--- src/rtl/ccrmd_params.svh ---
// constants of the processor card reset and memory decode glue
// assumes a 200 MHz system clock; times are converted to cycle counts here
// Contract
// - system reset is asserted when power-on or pushbutton reset is active
// - power-on one-shot holds system reset low at most 50 ms
// - pushbutton input is synchronised to the state timing before use
// - pushbutton reset holds system reset low at most 10 us
// - default map selects onboard eprom for addresses 0000-1FFF
// - default map selects onboard ram (4096 bytes) for 2000-2FFF
// - jumper disables onboard memory or moves 12K region to C000-EFFF
// - expansion lines held grounded through removable links
// - state timing derived from crystal, 400 ns states
// - bus interface can be disabled for another bus master
`ifndef CCRMD_PARAMS_SVH
`define CCRMD_PARAMS_SVH
`define CCRMD_CLK_MHZ 200
`define CCRMD_POR_MS 50
`define CCRMD_POR_CYC (`CCRMD_POR_MS * 1000 * `CCRMD_CLK_MHZ)
`define CCRMD_PB_US 10
`define CCRMD_PB_CYC (`CCRMD_PB_US * `CCRMD_CLK_MHZ)
`define CCRMD_STATE_NS 400
`define CCRMD_STATE_CYC (`CCRMD_STATE_NS * `CCRMD_CLK_MHZ / 1000)
`define CCRMD_ROM_PAGE 4'h0
`define CCRMD_ROM_PAGE_HI 4'h1
`define CCRMD_RAM_PAGE 4'h2
`define CCRMD_REMAP_PAGE 4'hC
`endif

--- src/rtl/ccrmd_pkg.sv ---
// types of the processor card reset and memory decode glue
// shared by the design and the bench
package ccrmd_pkg;
  typedef enum logic [1:0] {
    CCRMD_MAP_DEFAULT = 2'b00,
    CCRMD_MAP_REMAP = 2'b01,
    CCRMD_MAP_OFF = 2'b10
  } ccrmd_map_e;
  typedef enum logic [1:0] {
    CCRMD_RS_POR = 2'b00,
    CCRMD_RS_RUN = 2'b01,
    CCRMD_RS_PB = 2'b10,
    CCRMD_RS_WAIT = 2'b11
  } ccrmd_rst_e;
  typedef struct packed {
    logic [15:0] addr;
    logic [7:0] data;
    logic rd_n;
    logic wr_n;
    logic memrq_n;
    logic iorq_n;
  } ccrmd_bus_s;
  typedef struct packed {
    logic rom_sel_n;
    logic ram_sel_n;
    logic [1:0] rom_bank;
    logic [2:0] ram_bank;
    logic ext_block;
  } ccrmd_sel_s;
endpackage

--- src/rtl/ccrmd_glue.sv ---
// reset generator, memory decoder and bus driver control of the cpu card
// assumes cpu bus inputs and jumper levels synchronous to clk_sys
`timescale 1ns/100ps
`include "ccrmd_params.svh"
module ccrmd_glue
  import ccrmd_pkg::*;
#(
  parameter int POR_CYC = `CCRMD_POR_CYC,
  parameter int PB_CYC = `CCRMD_PB_CYC,
  parameter int STATE_CYC = `CCRMD_STATE_CYC
)(
  input wire logic clk_sys,
  input wire logic rst_n,
  input wire logic pb_reset_n,
  input wire ccrmd_map_e map_jumper,
  input wire logic exp_link_fitted,
  input wire logic bus_disable,
  input wire ccrmd_bus_s cpu_bus,
  input wire logic [7:0] bus_data_in,
  output logic sys_reset_n,
  output logic state_tick,
  output ccrmd_sel_s mem_sel,
  output ccrmd_bus_s bus_out,
  output logic bus_oe,
  output logic [7:0] cpu_data_in,
  output logic memex_o,
  output logic memex_oe,
  output logic ioexp_o,
  output logic ioexp_oe
);
  localparam int CW = $clog2(POR_CYC + 1);
  localparam int SW = $clog2(STATE_CYC + 1);

  // offset wraps modulo 16, so a window reaching the top of memory still matches
  function automatic logic page_hit(input logic [3:0] page, input logic [3:0] base,
                                    input logic [3:0] span);
    logic [3:0] ofs;
    begin
      ofs = page - base;
      page_hit = ofs < span;
    end
  endfunction

  logic rst_s1_r;
  logic rst_s2_r;
  logic pb_s1_r;
  logic pb_s2_r;
  logic pb_st_r;
  logic [SW-1:0] st_cnt_r;
  logic tick_r;
  ccrmd_rst_e rs_r;
  ccrmd_rst_e rs_nxt;
  logic [CW-1:0] cnt_r;
  logic sysrst_r;
  logic [3:0] base;
  logic [3:0] pg;
  logic on_rom;
  logic on_ram;
  ccrmd_sel_s sel_nxt;
  ccrmd_sel_s sel_r;
  ccrmd_bus_s bus_r;
  logic [7:0] din_r;

  always_ff @(posedge clk_sys or negedge rst_n)
  begin
    if (!rst_n)
    begin
      rst_s1_r <= 1'b0;
      rst_s2_r <= 1'b0;
    end
    else
    begin
      rst_s1_r <= 1'b1;
      rst_s2_r <= rst_s1_r;
    end
  end

  // state time generator, one tick per 400 ns state
  always_ff @(posedge clk_sys or negedge rst_s2_r)
  begin
    if (!rst_s2_r)
    begin
      st_cnt_r <= '0;
      tick_r <= 1'b0;
    end
    else if (st_cnt_r == SW'(STATE_CYC - 1))
    begin
      st_cnt_r <= '0;
      tick_r <= 1'b1;
    end
    else
    begin
      st_cnt_r <= st_cnt_r + 1'b1;
      tick_r <= 1'b0;
    end
  end
  assign state_tick = tick_r;

  // two-stage sync, then sampled only on state ticks
  // a press shorter than one state can be missed; a hand on a button is far slower
  always_ff @(posedge clk_sys or negedge rst_s2_r)
  begin
    if (!rst_s2_r)
    begin
      pb_s1_r <= 1'b1;
      pb_s2_r <= 1'b1;
      pb_st_r <= 1'b1;
    end
    else
    begin
      pb_s1_r <= pb_reset_n;
      pb_s2_r <= pb_s1_r;
      if (tick_r)
        pb_st_r <= pb_s2_r;
    end
  end

  // power-on hold and pushbutton pulse share one counter; release wait ends on the button alone
  always_comb
  begin
    rs_nxt = rs_r;
    case (rs_r)
      CCRMD_RS_POR:
        if (cnt_r == CW'(POR_CYC - 1))
          rs_nxt = CCRMD_RS_RUN;
      CCRMD_RS_RUN:
        if (!pb_st_r)
          rs_nxt = CCRMD_RS_PB;
      CCRMD_RS_PB:
        if (cnt_r == CW'(PB_CYC - 1))
          rs_nxt = CCRMD_RS_WAIT;
      CCRMD_RS_WAIT:
        // a held button retriggers nothing; wait for release
        if (pb_st_r)
          rs_nxt = CCRMD_RS_RUN;
      default:
        rs_nxt = CCRMD_RS_POR;
    endcase
  end

  always_ff @(posedge clk_sys or negedge rst_s2_r)
  begin
    if (!rst_s2_r)
    begin
      rs_r <= CCRMD_RS_POR;
      cnt_r <= '0;
      sysrst_r <= 1'b0;
    end
    else
    begin
      rs_r <= rs_nxt;
      // restarts on every state change, so each interval counts from zero
      cnt_r <= (rs_nxt != rs_r) ? '0 : cnt_r + 1'b1;
      sysrst_r <= (rs_nxt == CCRMD_RS_RUN) || (rs_nxt == CCRMD_RS_WAIT);
    end
  end
  assign sys_reset_n = sysrst_r;

  // decode: rom pages 0-1, ram page 2 relative to base
  always_comb
  begin
    base = (map_jumper == CCRMD_MAP_REMAP) ? `CCRMD_REMAP_PAGE : `CCRMD_ROM_PAGE;
    pg = cpu_bus.addr[15:12] - base;
    on_rom = (map_jumper != CCRMD_MAP_OFF) && !cpu_bus.memrq_n
      && page_hit(cpu_bus.addr[15:12], base, 4'h2);
    on_ram = (map_jumper != CCRMD_MAP_OFF) && !cpu_bus.memrq_n
      && page_hit(cpu_bus.addr[15:12], 4'(base + `CCRMD_RAM_PAGE), 4'h1);
    sel_nxt.rom_sel_n = !on_rom;
    sel_nxt.ram_sel_n = !on_ram;
    sel_nxt.rom_bank = {pg == `CCRMD_ROM_PAGE_HI, cpu_bus.addr[11]};
    sel_nxt.ram_bank = cpu_bus.addr[11:9];
    // whole 16K window stays reserved while onboard memory is on
    sel_nxt.ext_block = (map_jumper != CCRMD_MAP_OFF)
      && page_hit(cpu_bus.addr[15:12], base, 4'h4);
  end

  // selects idle high only while rst_n reset is in progress; during the power-on and pushbutton holds they follow the decode
  always_ff @(posedge clk_sys or negedge rst_s2_r)
  begin
    if (!rst_s2_r)
    begin
      sel_r <= '{rom_sel_n: 1'b1, ram_sel_n: 1'b1, default: '0};
    end
    else
    begin
      sel_r <= sel_nxt;
    end
  end

  // registered copy toward the backplane drivers, strobes idle high
  always_ff @(posedge clk_sys or negedge rst_s2_r)
  begin
    if (!rst_s2_r)
    begin
      bus_r <= '{rd_n: 1'b1, wr_n: 1'b1, memrq_n: 1'b1, iorq_n: 1'b1, default: '0};
    end
    else
    begin
      bus_r <= cpu_bus;
    end
  end

  // backplane data taken one cycle late, like the outgoing copy
  always_ff @(posedge clk_sys or negedge rst_s2_r)
  begin
    if (!rst_s2_r)
    begin
      din_r <= '0;
    end
    else
    begin
      din_r <= bus_data_in;
    end
  end

  assign mem_sel = sel_r;
  assign bus_out = bus_r;
  assign cpu_data_in = din_r;
  // drivers released while another master owns the bus or card in reset
  assign bus_oe = !bus_disable && sysrst_r;

  // links only ground the lines; a removed link leaves them to the backplane
  assign memex_o = 1'b0;
  assign ioexp_o = 1'b0;
  assign memex_oe = exp_link_fitted;
  assign ioexp_oe = exp_link_fitted;
endmodule

--- config.mk ---
export PLATFORM = sky130hd
export DESIGN_NAME = ccrmd_glue
export DESIGN_NICKNAME = d
export VERILOG_FILES = /design/src/rtl/ccrmd_pkg.sv /design/src/rtl/ccrmd_glue.sv
export VERILOG_INCLUDE_DIRS = /design/src /design/src/rtl
export SDC_FILE = /design/constraint.sdc
export NUM_CORES = 1
export LEC_CHECK = 0
export BUFFER_PORTS_ARGS = -buffer_cell sky130_fd_sc_hd__buf_2
export CAP_MARGIN = 20
export CORE_AREA = 2 2 91 71
export DETAILED_ROUTE_END_ITERATION = 10
export DIE_AREA = 0 0 93 73
export GPL_TIMING_DRIVEN = 0
export HOLD_SLACK_MARGIN = 0.1
export PLACE_DENSITY = 0.89
export SYNTH_ARGS = -nofsm -noshare
export SYNTH_HDL_FRONTEND = slang
export SYNTH_SLANG_ARGS = --single-unit
--- constraint.sdc ---
create_clock -name clk_sys -period 6.27 [get_ports clk_sys]
set_input_delay 0.3135 -clock clk_sys [delete_from_list [all_inputs] [get_ports clk_sys]]
set_output_delay 0.3135 -clock clk_sys [all_outputs]
set_load 0.03 [all_outputs]
==> impl_results.md, run 1 <==
- Diode count: 0
- Slew @ Worst Pin: 0.538 ns
- Final worst setup slack: roughly 3.8 ns
- Placed cell area: 0.00367 mm2
- Sequential element share of the synthesized area: roughly 65%
- Synth Warn #: 0
- IO Count: 94
- Worst Hold Slack: ~0.28 ns
- Area of the multi-input gates: 951 um2
- Slowest-stage cell, CP: or4b_2
- DPL Wire Length: ~4.5 mm
- Final wirelength: 7.19 mm
- DP Worst Slack: around 3.9 ns
- Startpoint Class: flop
- Clock Skew: ~0.017 ns
- Final std cell area, no fill: between 0.004 and 0.005 mm2
- Max Cap Viol: 0
- DR DRC count: 0
- Pwr Density: ~240 mW/mm2
- Fin. Hold Viols: 0
- Clock tree root driver cell: clkbuf_8
- Routability Congestion: about 0.78
- Critical Path AT: between 2 and 3 ns
- Normalized max-slew margin: 64.1%
- Seq cells post-synth: 80
- Most common cell after layout, fill and taps aside: buf_2
- Row count: 25
- Post-route setup TNS: 0 ns
- Overflow left after global routing: 0
- Largest net degree at the start of global routing: 41
- CP Capture Type: flop
- Initial DRC Count: 77
- Setup violations, final: 0
- Hold crit path type: primary input to asynchronous set/reset pin
- Initial cell density of the core: about half
- Via count: about 2400
- WP buf/inv: 2
- CTS buffer count: 9
- Antenna violations before repair: 0
- Final worst-path cycle share: 39.0%
- DR WL/cell: 15.2 um
- Status: finished clean
- Final min period: 2.45 ns
- Slew Limit Fails: 0
- CTS Hold Buffers Added: 38
- Leakage power: about 2.0 nW
- Layout Nets: roughly 440
- Crit Path Class: flop to flop
- Commonest cells after routing, fill and taps aside: buf_2, dfrtp_1, dlygate4sd3_1
- Crit-path cells: or4b_2 > nor4_1 > o2111a_1 > clkbuf_1 > buf_2 > nor3_1
- Post CTS Setup Buffer Count: 0
- Clk_lat worst skew: 0.35 ns
- Sink Count: 80
- Average size of a mapped cell: approximately 13 um2
- Vias in the first global route: ~2400
- Top Family by Delay on Critical Path: simple AND/OR/NAND/NOR gates
- CTS tree: yes
- Port bufs: 90
- Maximum vdd drop: about 0.00018 V
- Synth cell types: 39
- Worst-case clock buffer depth: 2
- Area grow syn2layout: 37.7%
- H-tree Lvls: 3
- First-pass GRT wire length: 11.7 mm
- Die Wd: 93 um
- Layout cells sized above 1: approximately a third
- Core area: approximately 0.0060 mm2
- Post_cts resized: 0
- Synth Instances: roughly 250
- Max incr delay on CP: around 0.65 ns
- Crit path required time: between 6 and 7 ns
- RSZ-0062 raised after global routing: false
- CP Max Fanout: 10
- Die ar.: just under 0.007 mm2
- TritonRoute pass-1 iters: 4
- Antenna-violating nets left: 0
- Die H: 73 um
- Clk slew on worst S/H paths: ~0.090 ns
- Register cell area after layout: ~0.002 mm2
- Post-Synthesis Cell Area: 0.00309 mm2
- Fillers: approximately 430
- Max Fclk: a little over 400 MHz
- Via density: 5.08
- Total global routing track utilization: between 20% and 30%
-- report_power, final --
group	switching, mW	total, mW	internal (mW)
sequential	0.00883	0.541	0.532
clock	0.184	0.381	0.198
combinational	0.0587	0.102	0.0434
-- logic make-up after synthesis --
group / count (synthesis) / synth area share, %
compound gates: 23 / 5.39
xor+xnor: 21 / 5.95
fa+ha+maj: 4 / 1.62
buf+inv: 25 / 4.17
flops: 80 / 65.2
mux: 1 / 0.364
other cells: 2 / 0.243
simple gates: 91 / 17.1
-- metrics by stage --
step,instances,total power [mW],util (%)
after detailed placement,420,0.632,61.1
after global placement,419,0.628,60.7
after global routing,474,1.06,70.8
after floorplan,248,0.598,-
final,474,1.02,70.8
after CTS,474,1.03,70.8
-- flip-flops by register name, summed over array words and instances (netlist names) --
register and flops:
bus_out 28, cnt_r 24, cpu_data_in 8, mem_sel 4
pb_s1_r 1, pb_s2_r 1, pb_st_r 1, rs_r 2
rst_s1_r 1, rst_s2_r 1, st_cnt_r 7, state_tick 1
sys_reset_n 1
-- synth_stat cells (all sizes together) --
master	n	area share, %
a211oi	8	2.3
dfstp	9	7.7
a21o	1	0.24
nand2b	2	0.40
nand2	8	0.97
or4bb	1	0.36
xnor2	18	5.1
and3	2	0.40
or4b	1	0.32
o2111a	1	0.36
nor4b	1	0.28
clkbuf	5	0.61
or4	7	1.8
a21oi	1	0.16
mux2	1	0.36
nor3	20	3.2
and2	3	0.61
o31ai	4	0.97
o21a	1	0.24
ha	4	1.6
inv	8	0.97
dfrtp	71	58
nand4b	1	0.28
xor2	3	0.85
or2	2	0.40
nor4	7	1.4
nor2b	5	1.0
nand3	11	1.9
conb	2	0.24
or3	4	0.81
nand4	6	1.2
nor3b	3	0.73
o21ai	7	1.1
buf	12	2.6
nor2	7	0.85
-- final timing paths --
check / from / endpoint / slack (ns) / cells past startpoint
min in group clk_sys: map_jumper[1] / mem_sel[6]$_DFF_PN1_ / 0.36 / 4
min reg2reg: rst_s2_r$_DFF_PN0_ / bus_out[27]$_DFF_PN0_ / 0.31 / 0
min: rst_n / rst_s2_r$_DFF_PN0_ / 0.28 / 2
max reg2reg: cnt_r[20]$_DFF_PN0_ / cnt_r[4]$_DFF_PN0_ / 3.82 / 6
max in group asynchronous: rst_s2_r$_DFF_PN0_ / bus_out[0]$_DFF_PN1_ / 5.33 / 1
max: cnt_r[20]$_DFF_PN0_ / cnt_r[4]$_DFF_PN0_ / 3.82 / 6
-- layout make-up --
cell class	count	area share (%)
Buffer	17	2.32
Clock buffer	11	3.32
Clock inverter	5	1.50
Inverter	8	0.706
Multi-Input combinational cell	143	22.4
Sequential cell	80	47.4
Tap cell	81	2.38
Timing Repair Buffer	129	20.0
-- routing by layer --
metal	track usage, %	up-vias	routed length (um)
li1	-	1136	-
met1	26.5	1183	2880
met2	42.0	82	3810
met3	6.92	7	422
met4	6.21	0	75
met5	0	-	0
Note: power is estimated with default switching activity, not from simulation.
==> run 2, diff against run 1 <==
--- a/config.mk
+++ b/config.mk
@@ -6,14 +6,15 @@
 export SDC_FILE = /design/constraint.sdc
 export NUM_CORES = 1
 export LEC_CHECK = 0
+export ABC_AREA = 1
 export BUFFER_PORTS_ARGS = -buffer_cell sky130_fd_sc_hd__buf_2
 export CAP_MARGIN = 20
-export CORE_AREA = 2 2 91 71
+export CORE_AREA = 2 2 101 78
 export DETAILED_ROUTE_END_ITERATION = 10
-export DIE_AREA = 0 0 93 73
+export DIE_AREA = 0 0 103 80
 export GPL_TIMING_DRIVEN = 0
 export HOLD_SLACK_MARGIN = 0.1
-export PLACE_DENSITY = 0.89
+export PLACE_DENSITY = 0.81
 export SYNTH_ARGS = -nofsm -noshare
 export SYNTH_HDL_FRONTEND = slang
 export SYNTH_SLANG_ARGS = --single-unit
==> constraint.sdc (replaced) <==
create_clock -name clk_sys -period 2.2 [get_ports clk_sys]
set_input_delay 0.11 -clock clk_sys [delete_from_list [all_inputs] [get_ports clk_sys]]
set_output_delay 0.11 -clock clk_sys [all_outputs]
set_load 0.03 [all_outputs]
==> impl_results.md, run 2 <==
- Status: finished clean (unchanged)
- Critical Path AT: 2.36 ns (was 2.65 ns)
- Crit-path cells: dlygate4sd3_1 > buf_2 > inv_1 > nand2_1 > inv_1 > ha_1 > xnor2_2 > xor2_1 > inv_1 > nand2_1 > a21oi_1 > dlygate4sd3_1 (was or4b_2 > nor4_1 > o2111a_1 > clkbuf_1 > buf_2 > nor3_1)
- DPL Wire Length: 4.52 mm (was 4.50 mm)
- Routability Congestion: 0.933 (was 0.782)
- Top FF cell, synth: dfrtp_1 (unchanged)
- Normalized max-slew margin: 65.7% (was 64.1%)
- Final worst setup slack: 0.0891 ns (was 3.82 ns)
- Final Power: 3.08 mW (was 1.02 mW)
- Total global routing track utilization: 21.0% (was 22.9%)
- Vias in the first global route: 2868 (was 2444)
- Final min period: 2.11 ns
- Post-route setup TNS: 0 ns (unchanged)
- Layout Nets: 509 (was 435)
- CTS tree: yes (unchanged)
- Post-Synthesis Cell Area: 0.00325 mm2 (was 0.00309 mm2)
- NetSw: 0.750 mW (was 0.251 mW)
- Via density: 4.62 (was 5.08)
- Sink Count: 80 (unchanged)
- Clock Skew: 0.00732 ns (was 0.0175 ns)
- Area grow syn2layout: 39.0% (was 37.7%)
- Initial cell density of the core: 44.9% (was 51.4%)
- Slew Limit Fails: 0 (unchanged)
- Hold crit path type: flop to asynchronous set/reset pin (was primary input to asynchronous set/reset pin)
- Register cell area after layout: 0.00202 mm2 (unchanged)
- Die H: 80 um (was 73 um)
- Crit Path Class: primary input to flop (was flop to flop)
- Max Cap Viol: 0 (unchanged)
- Leakage power: 2.25 nW (was 1.97 nW)
- Async set-reset flop share out of synthesis: 100% (unchanged)
- Post CTS Setup Buffer Count: 0 (unchanged)
- Fillers: 550 (was 432)
- CTS buffer count: 9 (unchanged)
- Most frequent CP cell: inv_1
- Internal power: 2.33 mW (was 0.773 mW)
- Largest register FFs: 28 (unchanged)
- Commonest cells in the netlist: dfrtp_1, nor2_1, nand2_1, inv_1, xor2_1 (was dfrtp_1, nor3_1, xnor2_1, nand3_1, dfstp_2)
- DR DRC count: 0 (unchanged)
- Area contributors post-synth: dfrtp_1, dfstp_2, nor2_1 (was dfrtp_1, dfstp_2, xnor2_1)
- Switching power share of the total: 24.4% (was 24.5%)
- Yosys top cell by area: dfrtp_1 (unchanged)
- Synth Warn #: 0 (unchanged)
- Slew @ Worst Pin: 0.511 ns (was 0.538 ns)
- Die ar.: 0.00824 mm2 (was 0.00679 mm2)
- Largest net degree at the start of global routing: 56 (was 41)
- Worst-case clock buffer depth: 2 (unchanged)
- Antenna-violating nets left: 0 (unchanged)
- Pwr Density: 681 mW/mm2 (was 241 mW/mm2)
- Final wirelength: 7.82 mm (was 7.19 mm)
- DR WL/cell: 13.8 um (was 15.2 um)
- Initial DRC Count: 108 (was 77)
- Overflow left after global routing: 0 (unchanged)
- Average size of a mapped cell: 10.2 um2 (was 12.5 um2)
- Fin. Hold Viols: 0 (unchanged)
- First-pass GRT wire length: 13.0 mm (was 11.7 mm)
- EDFF count, synth: 0 (unchanged)
- Row count: 27 (was 25)
- Sequential Power Share: 49.9% (was 52.8%)
- Via count: 2623 (was 2408)
- Diode count: 0 (unchanged)
- Most common cell after layout, fill and taps aside: buf_2 (unchanged)
- Maximum vdd drop: 0.000446 V (was 0.000176 V)
- Crit path required time: 2.44 ns (was 6.47 ns)
- Sequential element share of the synthesized area: 62.0% (was 65.2%)
- Seq cells post-synth: 80 (unchanged)
- Startpoint Class: primary input (was flop)
- Port bufs: 90 (unchanged)
- Max Fclk: 474 MHz
- CP Max Fanout: 3 (was 10)
- Area of the multi-input gates: 0.00100 mm2 (was 951 um2)
- Clk_lat worst skew: 0.36 ns (was 0.35 ns)
- Max incr delay on CP: 0.57 ns (was 0.65 ns)
- Commonest cells after routing, fill and taps aside: buf_2, dfrtp_1, nor2_1 (was buf_2, dfrtp_1, dlygate4sd3_1)
- Worst R2R End: cnt_r[16]$_DFF_PN0_ (was cnt_r[4]$_DFF_PN0_)
- Clk slew on worst S/H paths: 0.09 ns (about the same)
- Synth Instances: 317 (was 247)
- Setup violations, final: 0 (unchanged)
- H-tree Lvls: 3 (unchanged)
- Start of the worst register-to-register path: cnt_r[0]$_DFF_PN0_ (was cnt_r[20]$_DFF_PN0_)
- Synth top area share: 54.7% (was 57.5%)
- TritonRoute pass-1 iters: 4 (unchanged)
- IO Count: 94 (unchanged)
- Synth cell types: 25 (was 39)
- Slowest-stage cell, CP: dlygate4sd3_1 (was or4b_2)
- Layout cells sized above 1: 30.8% (was 34.6%)
- Die Wd: 103 um (was 93 um)
- Final worst-path cycle share: 96.0%
- Most numerous cell in the Yosys netlist: dfrtp_1 (unchanged)
- Reg2reg setup slack: 0.24 ns (was 3.82 ns)
- Comb pwr share: 10.0% (about the same)
- Worst r2r path cells: 13 (was 6)
- Clock tree root driver cell: clkbuf_8 (unchanged)
- CP Capture Type: flop (unchanged)
- DP Worst Slack: 0.370 ns (was 3.86 ns)
- Antenna violations before repair: 0 (unchanged)
- Core area: 0.00723 mm2 (was 0.00601 mm2)
- RSZ-0062 raised after global routing: false (unchanged)
- Clock share of power: 40.1% (was 37.2%)
## run 2: changes by cell type after synthesis, sizes merged, moves of 5 or more
cell | previous run | this run
nor2b | 5 | 0
xnor2 | 18 | 5
nor2 | 7 | 62
nor4 | 7 | 2
or4 | 7 | 0
clkbuf | 5 | 0
inv | 8 | 39
a211oi | 8 | 0
nor3 | 20 | 9
xor2 | 3 | 18
nand2 | 8 | 54
## run 2: layer usage
layer / vias up / track usage, % / part of all wire (%)
li1: 1252 / - / -
met1: 1224 / 23.1 / 39
met2: 127 / 36.8 / 50
met3: 20 / 7.62 / 8.4
met4: 0 / 8.16 / 2.2
met5: - / 0 / 0
## run 2: final cells by class
cell class / instances / share of cell area (%)
plain buffers: 11 / 2.11
clock buffers: 11 / 3.13
clock inverters: 5 / 1.91
inverters: 39 / 3.24
multi-input cells: 188 / 22.2
flip-flops and latches: 80 / 44.7
well taps: 101 / 2.80
repair buffers: 133 / 19.9
## run 2: worst max path at each step
stage | from | end | cells after the start
2_1_floorplan | cnt_r[0]$_DFF_PN0_ | cnt_r[16]$_DFF_PN0_ | 13
5_1_grt | map_jumper[1] | mem_sel[0]$_DFF_PN0_ | 12
6_report | map_jumper[1] | mem_sel[0]$_DFF_PN0_ | 12
3_5_place_dp | cnt_r[0]$_DFF_PN0_ | cnt_r[16]$_DFF_PN0_ | 13
3_3_place_gp | cnt_r[0]$_DFF_PN0_ | cnt_r[11]$_DFF_PN0_ | 13
4_1_cts | map_jumper[1] | mem_sel[0]$_DFF_PN0_ | 12
## run 2: kinds of logic after synthesis
logic type,after synthesis,synth area share (%)
and+or+nand+nor,151,21.3
DFF,80,62.0
muxes,1,0.347
other,2,0.231
AOI/OAI and AO/OA,6,0.924
xor gates and xnor gates,23,6.20
adders and majority gates,4,1.54
buffers and inverters,50,7.43
## run 2: power by group through the flow
stage / registers (mW) / logic, mW / clock network (mW)
after global placement: 1.58 / 0.211 / 0
after detailed placement: 1.56 / 0.240 / 0
after global routing: 1.54 / 0.328 / 1.32
after floorplan: 1.66 / 0.0486 / 0
after CTS: 1.54 / 0.299 / 1.25
final: 1.54 / 0.307 / 1.23
## run 2: worst max-delay path, delay by kind of cell
kind / cells / cell delay, ns
compound gates: 1 / 0.04
xor+xnor: 2 / 0.37
fa+ha+maj: 1 / 0.21
buf+inv: 6 / 1.42
simple gates: 2 / 0.20
## run 2: through the flow
stage          hold WS [ns]  cell area (um2)  instances  utilization, %
6_report              0.236             4520        568            62.5
3_3_place_gp         -0.103             3830        509            53.0
5_1_grt               0.259             4520        568            62.5
2_1_floorplan        -0.186             3250        318               -
3_5_place_dp         -0.104             3860        510            53.4
4_1_cts               0.233             4510        568            62.4
## run 2: what timing repair did
| action | in CTS | in global routing |
|---|---|---|
| endpoints found under the setup margin | 0 | 1 |
| gates resized for setup | 0 | 1 |
| hold buffers | 42 | 0 |
| endpoints found under the hold margin | 43 | 0 |
==> run 3, diff against run 2 <==
--- a/config.mk
+++ b/config.mk
@@ -6,15 +6,15 @@
 export SDC_FILE = /design/constraint.sdc
 export NUM_CORES = 1
 export LEC_CHECK = 0
-export ABC_AREA = 1
+export ABC_AREA = 0
 export BUFFER_PORTS_ARGS = -buffer_cell sky130_fd_sc_hd__buf_2
 export CAP_MARGIN = 20
-export CORE_AREA = 2 2 101 78
+export CORE_AREA = 2 2 98 76
 export DETAILED_ROUTE_END_ITERATION = 10
-export DIE_AREA = 0 0 103 80
+export DIE_AREA = 0 0 100 78
 export GPL_TIMING_DRIVEN = 0
 export HOLD_SLACK_MARGIN = 0.1
-export PLACE_DENSITY = 0.81
+export PLACE_DENSITY = 0.75
 export SYNTH_ARGS = -nofsm -noshare
 export SYNTH_HDL_FRONTEND = slang
 export SYNTH_SLANG_ARGS = --single-unit
==> impl_results.md, run 3 (synthesis gave the netlist of run 1 again) <==
- Uppermost layer routed: met4 (unchanged)
- Largest register FFs: 28 (unchanged)
- IO Count: 94 (unchanged)
- TritonRoute pass-1 iters: 4 (unchanged)
- DR WL/cell: 14.5 um (was 13.8 um)
- Final std cell area, no fill: 0.00438 mm2 (was 0.00452 mm2)
- Crit Path Class: flop to flop (was primary input to flop)
- Sink Count: 80 (unchanged)
- Die H: 78 um (was 80 um)
- Register cell area after layout: 0.00202 mm2 (about the same)
- Critical Path AT: 2.43 ns (was 2.36 ns)
- Initial DRC Count: 150 (was 108)
- Core area: 0.00677 mm2 (was 0.00723 mm2)
- Diode count: 0 (unchanged)
- Area of the multi-input gates: 1000 um2 (was 0.00100 mm2)
- Die Wd: 100 um (was 103 um)
- Hold depth: 4
- Commonest cells after routing, fill and taps aside: buf_2, dfrtp_1, dlygate4sd3_1 (was buf_2, dfrtp_1, nor2_1)
- Slew @ Worst Pin: 0.512 ns (was 0.511 ns)
- Final worst-path cycle share: 98.1% (was 96.0%)
- Met3 wire len: 526 um (was 655 um)
- Max Fclk: 463 MHz (was 474 MHz)
- Leakage power: 2.03 nW (was 2.25 nW)
- First-pass GRT wire length: 11.7 mm (was 13.0 mm)
- Row count: 26 (was 27)
- Final Power: 2.80 mW (was 3.08 mW)
- Via density: 5.08 (was 4.62)
- Initial cell density of the core: 45.7% (was 44.9%)
- Routability Congestion: 0.846 (was 0.933)
- Crit path required time: 2.47 ns (was 2.44 ns)
- Final worst setup slack: 0.0420 ns (was 0.0891 ns)
- CP Capture Type: flop (unchanged)
- DP Worst Slack: -0.281 ns (was 0.370 ns)
- Port bufs: 90 (unchanged)
- Routed met1 length: 2.96 mm (was 3.04 mm)
- Post-route setup TNS: 0 ns (unchanged)
- Layout cells sized above 1: 38.4% (was 30.8%)
- Via count: 2463 (was 2623)
- Normalized max-slew margin: 65.9% (was 65.7%)
- Crit-path cells: nand3_2 > buf_6 > or4_4 > buf_6 > or4_4 > a211oi_2 (was dlygate4sd3_1 > buf_2 > inv_1 > nand2_1 > inv_1 > ha_1 > xnor2_2 > xor2_1 > inv_1 > nand2_1 > a21oi_1 > dlygate4sd3_1)
- Worst r2r path cells: 6 (was 13)
- Final min period: 2.16 ns (was 2.11 ns)
- Placed cell area: 0.00368 mm2 (was 0.00386 mm2)
- Startpoint Class: flop (was primary input)
- Reg2reg setup slack: 0.04 ns (was 0.24 ns)
- Most common cell after layout, fill and taps aside: buf_2 (unchanged)
- Area grow syn2layout: 41.7% (was 39.0%)
- Met2 layer wire length in the routed design: 3.39 mm (was 3.94 mm)
- Vias in the first global route: 2548 (was 2868)
- DPL Wire Length: 4.40 mm (was 4.52 mm)
- Worst Hold Slack: 0.126 ns (was 0.236 ns)
- Clk slew on worst S/H paths: 0.09 ns (about the same)
- Overflow left after global routing: 0 (unchanged)
- Status: finished clean (unchanged)
- Finished Layout Cells: 485 (was 568)
- Worst R2R End: cnt_r[22]$_DFF_PN0_ (was cnt_r[16]$_DFF_PN0_)
- Maximum vdd drop: 0.000483 V (was 0.000446 V)
- Max Cap Viol: 0 (unchanged)
- Antenna violations before repair: 0 (unchanged)
- Worst hold start: map_jumper[1]
- Utilization after layout: 64.7% (was 62.5%)
- Largest net degree at the start of global routing: 67 (was 56)
- H-tree Lvls: 3 (unchanged)
- Setup violations, final: 0 (unchanged)
- Clock tree root driver cell: clkbuf_8 (unchanged)
- Layout Nets: 443 (was 509)
- CP Max Fanout: 10 (was 3)
- Clk_lat worst skew: 0.35 ns (was 0.36 ns)
- Fin. Hold Viols: 0 (unchanged)
- Antenna-violating nets left: 0 (unchanged)
- Endpoint, Worst Hold: mem_sel[7]$_DFF_PN1_
- Clock Skew: 0.0104 ns (was 0.00732 ns)
- Slowest-stage cell, CP: or4_4 (was dlygate4sd3_1)
- Worst-case clock buffer depth: 2 (unchanged)
- Pwr Density: 640 mW/mm2 (was 681 mW/mm2)
- Total global routing track utilization: 19.4% (was 21.0%)
- Hold crit path type: primary input to flop (was flop to asynchronous set/reset pin)
- Fillers: 503 (was 550)
- Slew Limit Fails: 0 (unchanged)
- CTS buffer count: 9 (unchanged)
- Max incr delay on CP: 0.51 ns (was 0.57 ns)
- Final wirelength: 7.03 mm (was 7.82 mm)
- Die ar.: 0.00780 mm2 (was 0.00824 mm2)
- Start of the worst register-to-register path: cnt_r[4]$_DFF_PN0_ (was cnt_r[0]$_DFF_PN0_)
- DR DRC count: 0 (unchanged)
- Post-Place Cells: 423 (was 510)
- CTS tree: yes (unchanged)
[run 3: cell count changes in the layout (fill, tap and decap cells not counted), sizes merged, moves of 5 or more]
cell / delta
a211oi: +8
buf: +9
inv: -31
nand2: -46
nor2: -55
nor2b: +5
nor3: +11
nor4: +5
or4: +7
xnor2: +13
xor2: -15
[run 3: cell type report]
type | instances | share of cell area, %
Tap cell | 84 | 2.40
Timing Repair Buffer | 139 | 21.4
Multi-Input combinational cell | 143 | 22.8
Sequential cell | 80 | 46.1
Inverter | 8 | 0.686
Clock buffer | 9 | 2.83
Clock inverter | 7 | 1.26
Buffer | 15 | 2.49
[run 3: what timing repair did]
item	CTS	global route
hold buffers	39	0
buffers inserted	8	1
pin swaps	2	1
endpoints found under the setup margin	23	22
hold endpoints to repair	42	0
resized for setup	6	12
[run 3: how the worst max path moves through the flow]
| stage | start | to | slack [ns] |
|---|---|---|---|
| 6_report | cnt_r[4]$_DFF_PN0_ | cnt_r[22]$_DFF_PN0_ | 0.04 |
| 5_1_grt | cnt_r[4]$_DFF_PN0_ | cnt_r[22]$_DFF_PN0_ | -0.02 |
| 4_1_cts | cnt_r[6]$_DFF_PN0_ | cnt_r[22]$_DFF_PN0_ | 0.004 |
| 3_5_place_dp | cnt_r[20]$_DFF_PN0_ | cnt_r[4]$_DFF_PN0_ | -0.28 |
| 3_3_place_gp | cnt_r[0]$_DFF_PN0_ | cnt_r[22]$_DFF_PN0_ | -0.20 |
| 2_1_floorplan | cnt_r[0]$_DFF_PN0_ | cnt_r[22]$_DFF_PN0_ | 0.005 |
[run 3: report_power, final]
| part | internal (mW) | switching, mW | total (mW) |
|---|---|---|---|
| Sequential | 1.52 | 0.0164 | 1.53 |
| Clock | 0.418 | 0.553 | 0.972 |
| Combinational | 0.126 | 0.172 | 0.298 |
| Total | 2.06 | 0.742 | 2.80 |
[run 3: routing by layer]
layer	vias to the layer above	global-route usage, %
met1	1192	23.8
met3	17	7.30
li1	1161	-
met2	93	30.7
met4	0	8.77
met5	-	0
[run 3: worst max-delay path: cells and delay by family (launching register included)]
| family | cells | cell delay [ns] |
|---|---|---|
| compound gates | 1 | 0.23 |
| flops | 1 | 0.43 |
| buf+inv | 2 | 0.30 |
| simple gates | 3 | 1.11 |
